[config.mk]
export PLATFORM = sky130hd
export DESIGN_NAME = tec_trigger_ctrl
export DESIGN_NICKNAME = d
export VERILOG_FILES = /design/src/rtl/tec_pkg.sv /design/src/rtl/tec_glitch_filter.sv /design/src/rtl/tec_trigger_ctrl.sv
export SDC_FILE = /design/constraint.sdc
export NUM_CORES = 2
export LEC_CHECK = 0
export BUFFER_PORTS_ARGS = -buffer_cell sky130_fd_sc_hd__buf_4
export CAP_MARGIN = 20
export CORE_UTILIZATION = 40
export DETAILED_ROUTE_END_ITERATION = 10
export GPL_ROUTABILITY_DRIVEN = 0
export SETUP_SLACK_MARGIN = 0.2
export SLEW_MARGIN = 20
export SYNTH_ARGS = -nofsm -noshare
export SYNTH_HDL_FRONTEND = slang
export SYNTH_SLANG_ARGS = --single-unit
[constraint.sdc]
create_clock -name sys_clk -period 7.1 [get_ports sys_clk]
set_clock_uncertainty 0.05 [all_clocks]
set_input_delay 0.71 -clock sys_clk [delete_from_list [all_inputs] [get_ports sys_clk]]
set_output_delay 0.71 -clock sys_clk [all_outputs]
set_load 0.05 [all_outputs]
[src/rtl/tec_pkg.sv]
// Package: constants, register map and types of the trigger and exposure block
package tec_pkg;

  // ****************************************
  // Timing
  // ****************************************
  localparam int unsigned CLK_PERIOD_NS = 8;
  localparam int unsigned CLK_MHZ = 125;
  localparam int unsigned US_NS = 1000;
  localparam int unsigned US_CYC = US_NS / CLK_PERIOD_NS;
  localparam int unsigned NOTIFY_US = 10;
  localparam int unsigned NOTIFY_CYC = NOTIFY_US * US_NS / CLK_PERIOD_NS;
  localparam int unsigned TS_MHZ = 60;
  localparam int unsigned GLITCH_MIN_NS = 90;
  localparam int unsigned GLITCH_MIN_CYC =
    (GLITCH_MIN_NS + CLK_PERIOD_NS - 1) / CLK_PERIOD_NS;
  localparam int unsigned GLITCH_MAX_NS = 2000000;
  localparam int unsigned GLITCH_MAX_CYC = GLITCH_MAX_NS / CLK_PERIOD_NS;
  localparam int unsigned DELAY_MAX_US = 200000;
  localparam int unsigned EXPOSE_MIN_US = 10;
  localparam int unsigned EXPOSE_MAX_US = 1000000;
  localparam int unsigned LEVEL_EXTRA_CYC = 16;

  // ****************************************
  // Register offsets
  // ****************************************
  localparam logic [7:0] OFS_CTRL = 8'h00;
  localparam logic [7:0] OFS_SWTRIG = 8'h04;
  localparam logic [7:0] OFS_EXPOSE = 8'h08;
  localparam logic [7:0] OFS_DELAY = 8'h0c;
  localparam logic [7:0] OFS_GLITCH = 8'h10;
  localparam logic [7:0] OFS_READOUT = 8'h14;
  localparam logic [7:0] OFS_TIMER = 8'h18;
  localparam logic [7:0] OFS_STATUS = 8'h1c;
  localparam logic [7:0] OFS_MASK = 8'h20;
  localparam logic [7:0] OFS_STATE = 8'h24;
  localparam logic [7:0] OFS_TSTAMP = 8'h28;
  localparam logic [7:0] OFS_EVTS = 8'h40;

  // ****************************************
  // Reset values
  // ****************************************
  localparam logic [4:0] CTRL_RST = 5'h08;
  localparam logic [19:0] EXPOSE_RST = 20'h003e8;
  localparam logic [17:0] DELAY_RST = 18'h0;
  localparam logic [17:0] GLITCH_RST = 18'(GLITCH_MIN_CYC);
  localparam logic [19:0] READOUT_RST = 20'h003e8;
  localparam logic [17:0] TIMER_RST = 18'h0;

  // ****************************************
  // Event bit positions
  // ****************************************
  localparam int unsigned NUM_EV = 9;
  localparam int unsigned EV_ACC = 0;
  localparam int unsigned EV_REJ = 1;
  localparam int unsigned EV_WAIT = 2;
  localparam int unsigned EV_XBEG = 3;
  localparam int unsigned EV_XEND = 4;
  localparam int unsigned EV_EBEG = 5;
  localparam int unsigned EV_EEND = 6;
  localparam int unsigned EV_TBEG = 7;
  localparam int unsigned EV_TEND = 8;

  // ****************************************
  // Types
  // ****************************************
  typedef enum logic [1:0] {SRC_LINE, SRC_SOFT, SRC_LINK} tec_src_e;
  typedef enum logic [1:0] {ST_IDLE, ST_DELAY, ST_EXPOSE} tec_state_e;

  typedef struct packed {
    logic line_inv;
    logic enable;
    logic level_mode;
    tec_src_e src;
  } tec_ctrl_s;

endpackage : tec_pkg

[src/rtl/tec_glitch_filter.sv]
// Glitch filter for the synchronised external trigger level
`timescale 1ns/10ps
`default_nettype none
module tec_glitch_filter #(
  parameter int unsigned CW = 18
) (
  // Clock and reset
  input wire logic sys_clk,
  input wire logic arst_n,
  // Level in, window in cycles, filtered level out
  input wire logic din,
  input wire logic [CW-1:0] win,
  output logic dout
);

  logic [CW-1:0] cnt;
  logic differ;
  logic expired;

  assign differ = din != dout;
  assign expired = cnt >= (win - CW'(1));

  // Output follows only after the input held its new level for win cycles
  always_ff @(posedge sys_clk or negedge arst_n) begin
    if (!arst_n) begin
      cnt <= '0;
      dout <= 1'b0;
    end else if (!differ) begin
      cnt <= '0;
    end else if (expired) begin // see RULE_10
      cnt <= '0;
      dout <= din;
    end else begin
      cnt <= cnt + CW'(1);
    end
  end

  glitch_hold_a: assert property ( // see RULE_10
    @(posedge sys_clk) disable iff (!arst_n)
    $changed(dout) |-> ($past(cnt) >= $past(win) - CW'(1)))
    else $error("filter output changed before the window ran out");

endmodule : tec_glitch_filter
`default_nettype wire

[src/rtl/tec_trigger_ctrl.sv]
// Trigger acceptance, exposure sequencing, events and timestamps
// Function
// RULE_01: During readout, drop triggers whose exposure would end inside it.
// RULE_02: Trigger source must not trigger while the wait output is low.
// RULE_03: Level-mode exposure outlasts the trigger pulse by a fixed tail.
// RULE_04: Each event is notified about 10 us after it happens.
// RULE_05: Event timestamp counter advances at 60 MHz.
// RULE_06: Nine distinct events, each tagged with the timestamp.
// RULE_07: Trigger comes from line input, software command or link packet.
// RULE_08: Edge mode uses programmed exposure; level mode follows pulse width.
// RULE_09: Programmable trigger delay 0 to 200000 us, default zero.
// RULE_10: Line trigger glitch window 90 ns to 2 ms, default 90 ns; code clamps to 12 to 250000 cycles, default 12 cycles (96 ns).
`timescale 1ns/10ps
`default_nettype none
module tec_trigger_ctrl #(
  parameter int unsigned DLY_MAX_US = tec_pkg::DELAY_MAX_US,
  parameter int unsigned EXP_MAX_US = tec_pkg::EXPOSE_MAX_US,
  parameter int unsigned GLITCH_MAX = tec_pkg::GLITCH_MAX_CYC,
  parameter int unsigned LEVEL_EXTRA = tec_pkg::LEVEL_EXTRA_CYC
) (
  // Clock and reset
  input wire logic sys_clk,
  input wire logic arst_n,
  // APB slave
  input wire logic psel,
  input wire logic penable,
  input wire logic pwrite,
  input wire logic [7:0] paddr,
  input wire logic [31:0] pwdata,
  output logic [31:0] prdata,
  output logic pready,
  output logic pslverr,
  // Trigger sources
  input wire logic trig_line,
  input wire logic link_trig,
  // Status outputs
  output logic awaiting_trigger,
  output logic exposure_active,
  output logic transfer_active,
  output logic aux_timer_active,
  output logic irq
);

  localparam int unsigned NE = tec_pkg::NUM_EV;

  function automatic logic [31:0] clamp_val(input logic [31:0] v,
                                            input logic [31:0] lo,
                                            input logic [31:0] hi);
    clamp_val = (v < lo) ? lo : ((v > hi) ? hi : v);
  endfunction : clamp_val

  // ****************************************
  // Registers and state
  // ****************************************
  tec_pkg::tec_ctrl_s ctrl;
  logic [19:0] exp_us;
  logic [17:0] dly_us;
  logic [17:0] glitch_win;
  logic [19:0] rd_us;
  logic [17:0] tmr_us;
  logic [NE-1:0] status;
  logic [NE-1:0] mask;
  tec_pkg::tec_state_e state;
  tec_pkg::tec_state_e next_state;
  logic [19:0] cnt;
  logic [19:0] next_cnt;
  logic lvl_run;
  logic [19:0] rd_cnt;
  logic [17:0] tmr_cnt;
  logic [6:0] div;
  logic [6:0] ts_acc;
  logic [31:0] tstamp;
  logic line_s1;
  logic line_s2;
  logic filt;
  logic filt_d;
  logic sw_pulse;
  logic [NE-1:0] pend;
  logic [10:0] ncnt [NE];
  logic [31:0] ev_ts [NE];

  // ****************************************
  // APB decode
  // ****************************************
  logic access;
  logic wr_en;
  logic [NE-1:0] fire;
  logic [NE-1:0] w1c;
  logic ev_hit;
  logic reg_hit;
  logic [31:0] rd_mux;
  logic [3:0] ev_idx;

  assign access = psel & penable;
  assign wr_en = access & pready & pwrite;
  assign ev_idx = paddr[5:2];
  assign ev_hit = (paddr[7:6] == 2'h1) && (ev_idx < 4'(NE));
  assign w1c = (wr_en && paddr == tec_pkg::OFS_STATUS) ?
               pwdata[NE-1:0] : '0;
  assign reg_hit = ev_hit || (paddr <= tec_pkg::OFS_TSTAMP);
  assign rd_mux =
    (paddr == tec_pkg::OFS_CTRL) ? {27'h0, ctrl} :
    (paddr == tec_pkg::OFS_EXPOSE) ? {12'h0, exp_us} :
    (paddr == tec_pkg::OFS_DELAY) ? {14'h0, dly_us} :
    (paddr == tec_pkg::OFS_GLITCH) ? {14'h0, glitch_win} :
    (paddr == tec_pkg::OFS_READOUT) ? {12'h0, rd_us} :
    (paddr == tec_pkg::OFS_TIMER) ? {14'h0, tmr_us} :
    (paddr == tec_pkg::OFS_STATUS) ? {23'h0, status} :
    (paddr == tec_pkg::OFS_MASK) ? {23'h0, mask} :
    (paddr == tec_pkg::OFS_STATE) ?
      {28'h0, awaiting_trigger, rd_cnt != 20'h0, state} :
    (paddr == tec_pkg::OFS_TSTAMP) ? tstamp :
    ev_hit ? ev_ts[ev_idx] : 32'h0;

  // One wait state: data and pready registered, writes land on completion
  always_ff @(posedge sys_clk or negedge arst_n) begin
    if (!arst_n) begin
      pready <= 1'b0;
      prdata <= 32'h0;
      pslverr <= 1'b0;
    end else begin
      pready <= access & ~pready;
      prdata <= (access & ~pready & ~pwrite) ? rd_mux : 32'h0;
      pslverr <= access & ~pready & ~reg_hit;
    end
  end

  always_ff @(posedge sys_clk or negedge arst_n) begin
    if (!arst_n) begin
      ctrl <= tec_pkg::tec_ctrl_s'(tec_pkg::CTRL_RST);
      exp_us <= tec_pkg::EXPOSE_RST;
      dly_us <= tec_pkg::DELAY_RST;
      glitch_win <= tec_pkg::GLITCH_RST;
      rd_us <= tec_pkg::READOUT_RST;
      tmr_us <= tec_pkg::TIMER_RST;
      mask <= '0;
      sw_pulse <= 1'b0;
    end else begin
      sw_pulse <= wr_en && paddr == tec_pkg::OFS_SWTRIG && pwdata[0];
      if (wr_en) begin
        unique case (paddr)
          tec_pkg::OFS_CTRL: ctrl <= tec_pkg::tec_ctrl_s'(pwdata[4:0]);
          tec_pkg::OFS_EXPOSE: exp_us <= 20'(clamp_val(pwdata,
            tec_pkg::EXPOSE_MIN_US, EXP_MAX_US));
          tec_pkg::OFS_DELAY: dly_us <= 18'(clamp_val(pwdata, 32'h0,
            DLY_MAX_US)); // see RULE_09
          tec_pkg::OFS_GLITCH: glitch_win <= 18'(clamp_val(pwdata,
            tec_pkg::GLITCH_MIN_CYC, GLITCH_MAX)); // see RULE_10
          tec_pkg::OFS_READOUT: rd_us <= pwdata[19:0];
          tec_pkg::OFS_TIMER: tmr_us <= pwdata[17:0];
          tec_pkg::OFS_MASK: mask <= pwdata[NE-1:0];
          default: ;
        endcase
      end
    end
  end

  // ****************************************
  // Time bases: microsecond tick, 60 MHz stamp
  // ****************************************
  logic us_tick;
  logic [7:0] ts_sum;
  logic ts_tick;

  assign us_tick = div == 7'(tec_pkg::US_CYC - 1);
  assign ts_sum = {1'h0, ts_acc} + 8'(tec_pkg::TS_MHZ);
  assign ts_tick = ts_sum >= 8'(tec_pkg::CLK_MHZ);

  always_ff @(posedge sys_clk or negedge arst_n) begin
    if (!arst_n) begin
      div <= 7'h0;
      ts_acc <= 7'h0;
      tstamp <= 32'h0;
    end else begin
      div <= us_tick ? 7'h0 : div + 7'h1;
      ts_acc <= ts_tick ? 7'(ts_sum - 8'(tec_pkg::CLK_MHZ)) : ts_sum[6:0];
      if (ts_tick) begin
        tstamp <= tstamp + 32'h1; // see RULE_05
      end
    end
  end

  // ****************************************
  // Trigger source and acceptance
  // ****************************************
  logic line_rise;
  logic trig_any;
  logic lvl_mode;
  logic rd_busy;
  logic [20:0] need_us;
  logic trig_ok;
  logic take;
  logic reject;

  always_ff @(posedge sys_clk or negedge arst_n) begin
    if (!arst_n) begin
      line_s1 <= 1'b0;
      line_s2 <= 1'b0;
      filt_d <= 1'b0;
    end else begin
      line_s1 <= trig_line;
      line_s2 <= line_s1;
      filt_d <= filt;
    end
  end

  tec_glitch_filter #(.CW(18)) u_filter (
    .sys_clk(sys_clk),
    .arst_n(arst_n),
    .din(line_s2 ^ ctrl.line_inv),
    .win(glitch_win),
    .dout(filt)
  );

  assign line_rise = filt & ~filt_d;
  assign trig_any = ctrl.enable & (
    (ctrl.src == tec_pkg::SRC_LINE) ? line_rise :
    (ctrl.src == tec_pkg::SRC_SOFT) ? sw_pulse :
    (ctrl.src == tec_pkg::SRC_LINK) ? link_trig : 1'b0); // see RULE_07
  assign lvl_mode = ctrl.level_mode &
                    (ctrl.src == tec_pkg::SRC_LINE); // see RULE_08
  assign rd_busy = rd_cnt != 20'h0;
  assign need_us = {3'h0, dly_us} + {1'h0, exp_us};
  assign trig_ok = (state == tec_pkg::ST_IDLE) &&
    (!rd_busy || (!lvl_mode && need_us >= {1'h0, rd_cnt})); // see RULE_01
  assign take = trig_any & trig_ok;
  assign reject = trig_any & ~trig_ok; // see RULE_02

  // ****************************************
  // Exposure sequencer
  // ****************************************
  logic lvl_sel;
  logic [19:0] exp_load;

  assign lvl_sel = (state == tec_pkg::ST_IDLE) ? lvl_mode : lvl_run;
  assign exp_load = lvl_sel ? 20'(LEVEL_EXTRA) : exp_us; // see RULE_08

  always_comb begin
    next_state = state;
    next_cnt = cnt;
    unique case (state)
      tec_pkg::ST_IDLE: begin
        if (take && dly_us == 18'h0) begin
          next_state = tec_pkg::ST_EXPOSE;
          next_cnt = exp_load;
        end else if (take) begin
          next_state = tec_pkg::ST_DELAY; // see RULE_09
          next_cnt = {2'h0, dly_us};
        end
      end
      tec_pkg::ST_DELAY: begin
        if (us_tick && cnt == 20'h1) begin
          next_state = tec_pkg::ST_EXPOSE;
          next_cnt = exp_load;
        end else if (us_tick) begin
          next_cnt = cnt - 20'h1;
        end
      end
      tec_pkg::ST_EXPOSE: begin
        if (lvl_run && filt) begin
          next_cnt = 20'(LEVEL_EXTRA); // see RULE_03
        end else if ((lvl_run || us_tick) && cnt <= 20'h1) begin
          next_state = tec_pkg::ST_IDLE;
          next_cnt = 20'h0;
        end else if (lvl_run || us_tick) begin
          next_cnt = cnt - 20'h1;
        end
      end
    endcase
  end

  // ****************************************
  // Events
  // ****************************************
  logic next_wait;
  logic [NE-1:0] ev_now;
  logic exp_beg;
  logic exp_end;
  logic xfer_end;
  logic tmr_end;

  assign next_wait = (next_state == tec_pkg::ST_IDLE) & ctrl.enable;
  assign exp_beg = next_state == tec_pkg::ST_EXPOSE &&
                   state != tec_pkg::ST_EXPOSE;
  assign exp_end = state == tec_pkg::ST_EXPOSE &&
                   next_state != tec_pkg::ST_EXPOSE;
  assign xfer_end = rd_busy && us_tick && rd_cnt == 20'h1 && !exp_end;
  assign tmr_end = tmr_cnt != 18'h0 && us_tick && tmr_cnt == 18'h1;
  assign ev_now = {tmr_end, take && tmr_us != 18'h0, exp_end, exp_beg,
                   xfer_end, exp_end && rd_us != 20'h0,
                   next_wait & ~awaiting_trigger, reject, take}; // see RULE_06

  always_ff @(posedge sys_clk or negedge arst_n) begin
    if (!arst_n) begin
      state <= tec_pkg::ST_IDLE;
      cnt <= 20'h0;
      lvl_run <= 1'b0;
      rd_cnt <= 20'h0;
      tmr_cnt <= 18'h0;
    end else begin
      state <= next_state;
      cnt <= next_cnt;
      lvl_run <= (state == tec_pkg::ST_IDLE) ? lvl_mode : lvl_run;
      if (exp_end) begin
        rd_cnt <= rd_us;
      end else if (rd_busy && us_tick) begin
        rd_cnt <= rd_cnt - 20'h1;
      end
      if (take) begin
        tmr_cnt <= tmr_us;
      end else if (tmr_cnt != 18'h0 && us_tick) begin
        tmr_cnt <= tmr_cnt - 18'h1;
      end
    end
  end

  // ****************************************
  // Delayed notification and interrupt
  // ****************************************
  genvar gi;
  for (gi = 0; gi < NE; gi++) begin : g_fire
    assign fire[gi] = pend[gi] && ncnt[gi] == 11'h0;
  end

  always_ff @(posedge sys_clk or negedge arst_n) begin
    if (!arst_n) begin
      pend <= '0;
      status <= '0;
      for (int i = 0; i < NE; i++) begin
        ncnt[i] <= 11'h0;
        ev_ts[i] <= 32'h0;
      end
    end else begin
      status <= (status & ~w1c) | fire;
      for (int i = 0; i < NE; i++) begin
        if (ev_now[i]) begin
          pend[i] <= 1'b1;
          ncnt[i] <= 11'(tec_pkg::NOTIFY_CYC - 1); // see RULE_04
          ev_ts[i] <= tstamp; // see RULE_06
        end else if (fire[i]) begin
          pend[i] <= 1'b0;
        end else if (pend[i]) begin
          ncnt[i] <= ncnt[i] - 11'h1;
        end
      end
    end
  end

  always_ff @(posedge sys_clk or negedge arst_n) begin
    if (!arst_n) begin
      awaiting_trigger <= 1'b0;
      exposure_active <= 1'b0;
      transfer_active <= 1'b0;
      aux_timer_active <= 1'b0;
      irq <= 1'b0;
    end else begin
      awaiting_trigger <= next_wait;
      exposure_active <= next_state == tec_pkg::ST_EXPOSE;
      transfer_active <= exp_end ? rd_us != 20'h0 : rd_busy && !xfer_end;
      aux_timer_active <= take ? tmr_us != 18'h0 :
                          tmr_cnt != 18'h0 && !tmr_end;
      irq <= |(((status & ~w1c) | fire) & mask);
    end
  end

  // ****************************************
  // Assertions
  // ****************************************
  readout_fit_a: assert property ( // see RULE_01
    @(posedge sys_clk) disable iff (!arst_n)
    (trig_any && state == tec_pkg::ST_IDLE && rd_busy &&
     (lvl_mode || need_us < {1'h0, rd_cnt})) |=>
    (state == tec_pkg::ST_IDLE && !exposure_active))
    else $error("trigger taken whose exposure ends inside readout");

  busy_reject_a: assert property ( // see RULE_02
    @(posedge sys_clk) disable iff (!arst_n)
    (trig_any && state != tec_pkg::ST_IDLE) |-> ev_now[tec_pkg::EV_REJ] ##1
    (state != tec_pkg::ST_IDLE || $past(state) == tec_pkg::ST_EXPOSE))
    else $error("trigger while busy was not rejected");

  level_tail_a: assert property ( // see RULE_03
    @(posedge sys_clk) disable iff (!arst_n)
    ($fell(filt) && lvl_run && state == tec_pkg::ST_EXPOSE) |->
    exposure_active [*8])
    else $error("level exposure ended with the trigger pulse");

  notify_load_a: assert property ( // see RULE_04
    @(posedge sys_clk) disable iff (!arst_n)
    ev_now[tec_pkg::EV_ACC] |=>
    pend[tec_pkg::EV_ACC] && ncnt[tec_pkg::EV_ACC] == 11'h4e1)
    else $error("notification countdown not loaded");

  notify_fire_a: assert property ( // see RULE_04
    @(posedge sys_clk) disable iff (!arst_n)
    (fire[tec_pkg::EV_EBEG] && !ev_now[tec_pkg::EV_EBEG]) |=>
    status[tec_pkg::EV_EBEG] && !pend[tec_pkg::EV_EBEG])
    else $error("expired notification did not set status");

  stamp_rate_a: assert property ( // see RULE_05
    @(posedge sys_clk) disable iff (!arst_n)
    ts_tick |=> !ts_tick ##1 (ts_tick or (!ts_tick ##1 ts_tick)))
    else $error("timestamp tick spacing is not 60 MHz");

  stamp_step_a: assert property ( // see RULE_05
    @(posedge sys_clk) disable iff (!arst_n)
    ts_tick |=> tstamp == $past(tstamp) + 32'h1)
    else $error("timestamp did not advance by one");

  expose_event_a: assert property ( // see RULE_06
    @(posedge sys_clk) disable iff (!arst_n)
    ev_now[tec_pkg::EV_EEND] |=> !exposure_active &&
    ev_ts[tec_pkg::EV_EEND] == $past(tstamp))
    else $error("exposure end event not tagged");

  source_sel_a: assert property ( // see RULE_07
    @(posedge sys_clk) disable iff (!arst_n)
    (ctrl.src == tec_pkg::SRC_LINK && !link_trig) |-> !trig_any)
    else $error("trigger from an unselected source");

  zero_delay_a: assert property ( // see RULE_09
    @(posedge sys_clk) disable iff (!arst_n)
    (take && dly_us == 18'h0) |=> state == tec_pkg::ST_EXPOSE &&
    exposure_active)
    else $error("zero delay did not expose at once");

endmodule : tec_trigger_ctrl
`default_nettype wire

## Word level (Yosys, flattened, before mapping)

Cells that the tools add are included.

| word-level totals | value |
|---|---|
| register bits after elaboration | 682 |
| input port bits | 47 |
| output and inout port bits | 39 |
| logic and storage cells | 343 |

| cells by class | value |
|---|---|
| $add $sub $neg | 19 |
| magnitude comparators | 13 |
| eq/ne operators | 35 |
| muxes and demuxes | 96 |
| bitwise gates (word level) | 25 |
| reduce and logical (&&, ||, !) cells | 95 |

Operators by type and width:

| cell | count |
|---|---|
| 2-to-1 mux 32 bit | 14 |
| 2-to-1 mux 11 bit | 27 |
| 2-to-1 mux 20 bit | 12 |
| 2-to-1 mux 18 bit | 8 |
| binary-select mux 32 bit (select 4 bit) | 1 |
| zero test 11 bit | 9 |
| subtractor 11 x 1 -> 11 bit, second input constant | 9 |
| > comparator 32 x 18 -> 1 bit, second input constant | 2 |
| less-than comparator 32 x 4 -> 1 bit, second input constant | 2 |
| one-hot mux 20 bit (3 select lines) | 1 |
| equality test 20 x 1 -> 1 bit, second input constant | 2 |
| nonzero test 2 bit | 20 |
| nonzero test 20 bit | 2 |
| subtractor 20 x 1 -> 20 bit, second input constant | 2 |
| nonzero test 18 bit | 2 |
| subtractor 18 x 1 -> 18 bit, second input constant | 2 |
| AND reduction 2 bit | 17 |
| adder 32 x 1 -> 32 bit, second input constant | 1 |
| equality test 8 x 5 -> 1 bit, second input constant | 4 |
| > comparator 32 x 20 -> 1 bit, second input constant | 1 |
| less-than comparator 32 x 1 -> 1 bit, second input constant | 1 |
| logical AND 1 bit | 30 |
| equality test 8 x 6 -> 1 bit, second input constant | 3 |
| 2-to-1 mux 1 bit | 24 |
| 42 further kinds | 87 |

## Logic depth before layout (Yosys ltp)

| logic depth | value |
|---|---|
| depth in word-level cells | 17 |
| depth in mapped cells | 26 |
| mapped depth without buffers | 23 |

## Modules after synthesis

From an unflattened synthesis, not the netlist that was laid out.

| second synthesis, totals | value |
|---|---|
| cells, all modules | 3146 |
| area total of the unflattened synthesis | 34420.5 sq um |

Modules (own cells, without submodules):

| module | times used | cells an instance | area an instance (sq um) |
|---|---|---|---|
| tec_trigger_ctrl | 1 | 2967 | 32807.7 |
| tec_glitch_filter | 1 | 179 | 1612.8 |

## Worst setup path before layout

OpenSTA, ideal clock, no wires.

| timing path | value |
|---|---|
| path type | register to register |
| from | register exp_us[0] |
| to | register ev_ts[195] in the netlist's numbering |
| arrival time | 5.032 ns |
| slack | 1.893 ns |
| cell stages (with the launch flop) | 26 |
| path buffers | 2 |
| cell sequence | dfrtp_1 > ha_1 > inv_1 > fa_1 > nand2b_1 > a21o_1 > a21oi_1 > nand2_1 > a21oi_1 > nor2b_1 > o21bai_1 > a21oi_1 > xnor2_1 > ha_1 > nand4_1 > nor2_1 > a221oi_1 > o2111a_1 > o311a_1 > nor3_4 > a211oi_4 > inv_2 > or4_1 > buf_2 > buf_6 > mux2_4 |

| on the way | value |
|---|---|
| word-level cells in the longest chain between the ends | 12 |
| elaborated cells on any way between the ends | 13 |
| those cells by class | add/sub (1); order compare (1); mux (3); bitwise (3); reduce/logical (5) |

Ends and longest elaborated chain:

| element | RTL line | RTL |
|---|---|---|
| start: declaration | tec_trigger_ctrl.sv:56 | `logic [19:0] exp_us;` |
| start signal: assignment | tec_trigger_ctrl.sv:131 | `exp_us <= tec_pkg::EXPOSE_RST;` |
| start signal: assignment | tec_trigger_ctrl.sv:143 | `tec_pkg::OFS_EXPOSE: exp_us <= 20'(clamp_val(pwdata,` |
| adder 18 x 20 -> 21 bit (*) | tec_trigger_ctrl.sv:223 | `assign need_us = {3'h0, dly_us} + {1'h0, exp_us};` |
| greater-or-equal comparator 21 x 20 -> 1 bit (*) | tec_trigger_ctrl.sv:225 | `(!rd_busy \|\| (!lvl_mode && need_us >= {1'h0, rd_cnt}));` |
| logical AND 1 bit (*) | tec_trigger_ctrl.sv:225 |  |
| logical OR 1 bit (*) | tec_trigger_ctrl.sv:225 |  |
| logical AND 1 bit (*) | tec_trigger_ctrl.sv:224 | `assign trig_ok = (state == tec_pkg::ST_IDLE) &&` |
| AND 1 bit (*) | tec_trigger_ctrl.sv:226 | `assign take = trig_any & trig_ok;` |
| 2-to-1 mux 2 bit / logical AND 1 bit (equally long branches) | tec_trigger_ctrl.sv:246, tec_trigger_ctrl.sv:243 |  |
| 2-to-1 mux 2 bit (*) | tec_trigger_ctrl.sv:243 | `if (take && dly_us == 18'h0) begin` |
| one-hot mux 2 bit (3 select lines) (*) | tec_trigger_ctrl.sv:241 | `unique case (state)` |
| named net next_state[0] | tec_trigger_ctrl.sv:64 | `tec_pkg::tec_state_e next_state;` |
| zero test 2 bit (*) | tec_trigger_ctrl.sv:282 | `assign next_wait = (next_state == tec_pkg::ST_IDLE) & ctrl.enable;` |
| AND 1 bit (*) | tec_trigger_ctrl.sv:282 |  |
| AND 1 bit (*) | tec_trigger_ctrl.sv:291 | `next_wait & ~awaiting_trigger, reject, take};` |
| end signal: indexed assignment | tec_trigger_ctrl.sv:339 | `ev_ts[i] <= tstamp;` |
| end: declaration | tec_trigger_ctrl.sv:80 | `logic [31:0] ev_ts [NE];` |

The timed path passes the listed nets; every way through them passes the cells marked *.
A chain may end at the register's enable or synchronous reset.

## Worst setup path after layout

| timing path | value |
|---|---|
| from | register exp_us[0] |
| to | register ev_ts[213] in the netlist's numbering |

The elaborated chain is that of the path after synthesis.

==> impl_metrics.env <==
export IMPL_grt_max_degree=172
export IMPL_hold_class="in -> async"
export IMPL_grt_pass1_wl_um=166000
export IMPL_max_vdd_ir_drop_mv=0.183
export IMPL_critPathArrivalTime_ns=6.63
export IMPL_post_cts_setup_buffers=0
export IMPL_postSynthCellCount=3400
export IMPL_rsz0062_at_grt="no"
export IMPL_synth_simple_gate_area_frac=0.161
export IMPL_yosys_top_cells_count="dfrtp_1, nand2_1, nor2_1"
export IMPL_portBuffers=85
export IMPL_synth_adder_area_share=0.0305
export IMPL_coreArea_um2=85500
export IMPL_min_period_ns=6.18
export IMPL_grt_util_met2=0.374
export IMPL_clk_pin_slew_ns=0.06
export IMPL_power_density_nw_per_um2=212
export IMPL_p_seq_frac=0.474
export IMPL_switching_share=0.234
export IMPL_finalHoldViolCount=0
export IMPL_area_growth_pct=12.5
export IMPL_syn_area_um2=34800
export IMPL_cts_sinks=682
export IMPL_ys_ff_latch=682
export IMPL_cts_root_buf="clkbuf_16"
export IMPL_avgViaCountPerCell=5.83
export IMPL_syn_num_nets=3531
export IMPL_post_synth_top_count_cell="dfrtp_1"
export IMPL_avgSynthCellArea_um2=10.2
export IMPL_wl_per_cell_um=23.1
export IMPL_synth_area_mux_share=0.115
export IMPL_synth_async_reset_ratio=1.00
export IMPL_dieWidth_um=297
export IMPL_antenna_found_initial=6
export IMPL_setup_tns_ns=0
export IMPL_cts_repair_resized=0
export IMPL_slew_viol_final=0
export IMPL_synth_xor_area_share=0.0537
export IMPL_synthTopCellsByArea="dfrtp_1, nand2_1, mux2_2"
export IMPL_drtAntennaViolNets=0
export IMPL_dpl_hpwl_um=70700
export IMPL_firstDrtPassIters=8
export IMPL_synth_seq_area_share=0.492
export IMPL_outcome="finished, final reports clean"
export IMPL_setup_viol=0
export IMPL_pwr_share_clk=0.491
export IMPL_initial_core_util=0.406
export IMPL_htreeDepth=3
export IMPL_p_switching_uw=1940
export IMPL_synth_compound_area_frac=0.111
export IMPL_synth_area_leader_cell="dfrtp_1"
export IMPL_dp_cells=4473
export IMPL_worstMarginPinSlew_ns=1.14
export IMPL_grt_busiest_layer="met2"
export IMPL_fin_nets=3540
export IMPL_io_pin_count=86
export IMPL_hold_buffers=0
export IMPL_die_area_um2=88100
export IMPL_overflow=0
export IMPL_fin_crit_sh=0.870
export IMPL_synth_edf_count=0
export IMPL_cp_required_ns=7.56
export IMPL_yosysWarnings=0
export IMPL_met1_usage=0.330
export IMPL_tritoncts="done"
export IMPL_max_cap_violations=0
export IMPL_drc=0
export IMPL_worstSetupEndpointType="flip-flop"
export IMPL_cts_buffers=78
export IMPL_max_freq_ghz=0.162
export IMPL_n_fill_cell=7987
export IMPL_layout_drive_gt1_share=0.166
export IMPL_drt_initial_drc_count=2683
export IMPL_relSlewSlack=0.232
export IMPL_grtUsageTotal=0.243
export IMPL_clock_latency_ns=0.65
export IMPL_dieHeight_um=297
export IMPL_ys_types=76
export IMPL_fin_cells=4616
export IMPL_grt_util_met3=0.0598
export IMPL_routed_wl_um=107000
export IMPL_critPathKind="reg -> reg"
export IMPL_synthFlopType="dfrtp_1"
export IMPL_cp_max_fo=44
export IMPL_netlist_area_leader_share=0.480
export IMPL_clockBufferDepth=3
export IMPL_p_int_uw=6350
export IMPL_crit_path_start_kind="flip-flop"
export IMPL_worstRegToRegCells=24
export IMPL_static_leakage_power_uw=0.0177
export IMPL_grt_pass1_vias=26700
export IMPL_synth_top_family_by_area="simple AND/OR/NAND/NOR gates"
export IMPL_p_comb_frac=0.035
export IMPL_dr_total_vias=26900
export IMPL_placementRows=107
flip-flops by register name, indices dropped and copies added (netlist names), 2 cells and up:
name          count
mask              9
pend              9
u_filter.cnt     18
glitch_win       18
ts_acc            7
ev_ts           288
cnt              20
dly_us           18
rd_cnt           20
state             2
ctrl              5
ncnt             99
status            9
rd_us            20
div               7
tmr_cnt          18
exp_us           20
tmr_us           18
prdata           32
tstamp           32
worst paths after layout:
path                                  startpoint                      to  slack (ns)
max in group asynchronous                 arst_n    prdata[26]$_DFF_PN0_        5.35
setup reg to reg           exp_us[0]$_DFFE_PN0P_  ev_ts[213]$_DFFE_PN0P_        0.92
hold reg to reg                line_s1$_DFF_PN0_       line_s2$_DFF_PN0_        0.36
setup / recovery           exp_us[0]$_DFFE_PN0P_  ev_ts[213]$_DFFE_PN0P_        0.92
hold / removal                            arst_n  tmr_us[14]$_DFFE_PN0P_        0.07
min in group sys_clk                   trig_line       line_s1$_DFF_PN0_        0.13
power by group through the flow:
| stage | sequential (µW) | clock, µW | combinational (µW) |
|---|---|---|---|
| 6_report | 3920 | 4070 | 292 |
| 5_1_grt | 3920 | 4300 | 320 |
| 4_1_cts | 3920 | 4140 | 296 |
| 3_5_place_dp | 3990 | 0 | 295 |
| 3_3_place_gp | 3990 | 0 | 293 |
| 2_1_floorplan | 3990 | 0 | 118 |
kinds of logic after synthesis:
family / count (synthesis)
AND/OR/NAND/NOR: 1226
flip-flops: 682
AO/OA/AOI/OAI: 576
buffers and inverters: 332
multiplexers: 287
XOR/XNOR: 213
adder cells (fa/ha/maj): 84
critical path, cell delays in order (launching register included):
cell and delay (ns):
dfrtp_1 0.43, ha_1 0.22, inv_1 0.06, fa_1 0.40, nand2b_1 0.19, a21o_1 0.18, a21oi_1 0.32, nand2_1 0.13
a21oi_1 0.16, nor2b_1 0.08, o21bai_1 0.12, a21oi_1 0.10, xnor2_1 0.14, ha_1 0.30, nand4_1 0.10, nor2_1 0.06
a221oi_1 0.26, o2111a_1 0.26, o311a_1 0.33, nor3_4 0.10, a211oi_4 0.45, inv_2 0.16, or4_2 0.62, buf_4 0.37
mux2_1 0.41
routing by layer:
metal | vias to the layer above | wire (µm)
met5 | - | 12
met4 | 2 | 3940
met3 | 257 | 9600
met2 | 1134 | 48300
met1 | 13500 | 45000
li1 | 12100 | -
stage by stage:
| step | hold WS, ns | power [µW] | setup slack [ns] | utilization | instance area, µm² |
|---|---|---|---|---|---|
| final | 0.0660 | 8280 | 0.923 | 0.457 | 39100 |
| after global routing | 0.0987 | 8550 | 0.624 | 0.457 | 39100 |
| after CTS | 0.0923 | 8360 | 1.00 | 0.457 | 39100 |
| after detailed placement | 0.347 | 4290 | 1.04 | 0.427 | 36500 |
| after global placement | 0.353 | 4290 | 1.13 | 0.427 | 36500 |
| after floorplan | 0.281 | 4110 | 1.89 | - | 34800 |
cell type report:
cell class | count | area, µm² | share of cell area
diodes | 1 | 2.50 | 0.0000640
clock buffers | 115 | 2290 | 0.0586
clock inverters | 27 | 270 | 0.00691
inverters | 127 | 477 | 0.0122
multi-input cells | 2386 | 16500 | 0.422
flip-flops and latches | 682 | 17100 | 0.437
well taps | 1144 | 1430 | 0.0366
repair buffers | 134 | 1040 | 0.0266
cell usage in the layout (no fill, tap or decap), types with 72 or more instances in the layout:
master	Yosys	layout
dfrtp_1	667	667
nand2_1	578	578
nor2_1	221	216
mux2_2	185	185
xnor2_1	146	146
buf_4	0	131
a21oi_1	124	123
inv_1	123	123
o21ai_0	121	119
ha_1	83	82
clkbuf_16	0	79
nand3_1	76	72
(Power assumes the default switching activity.)
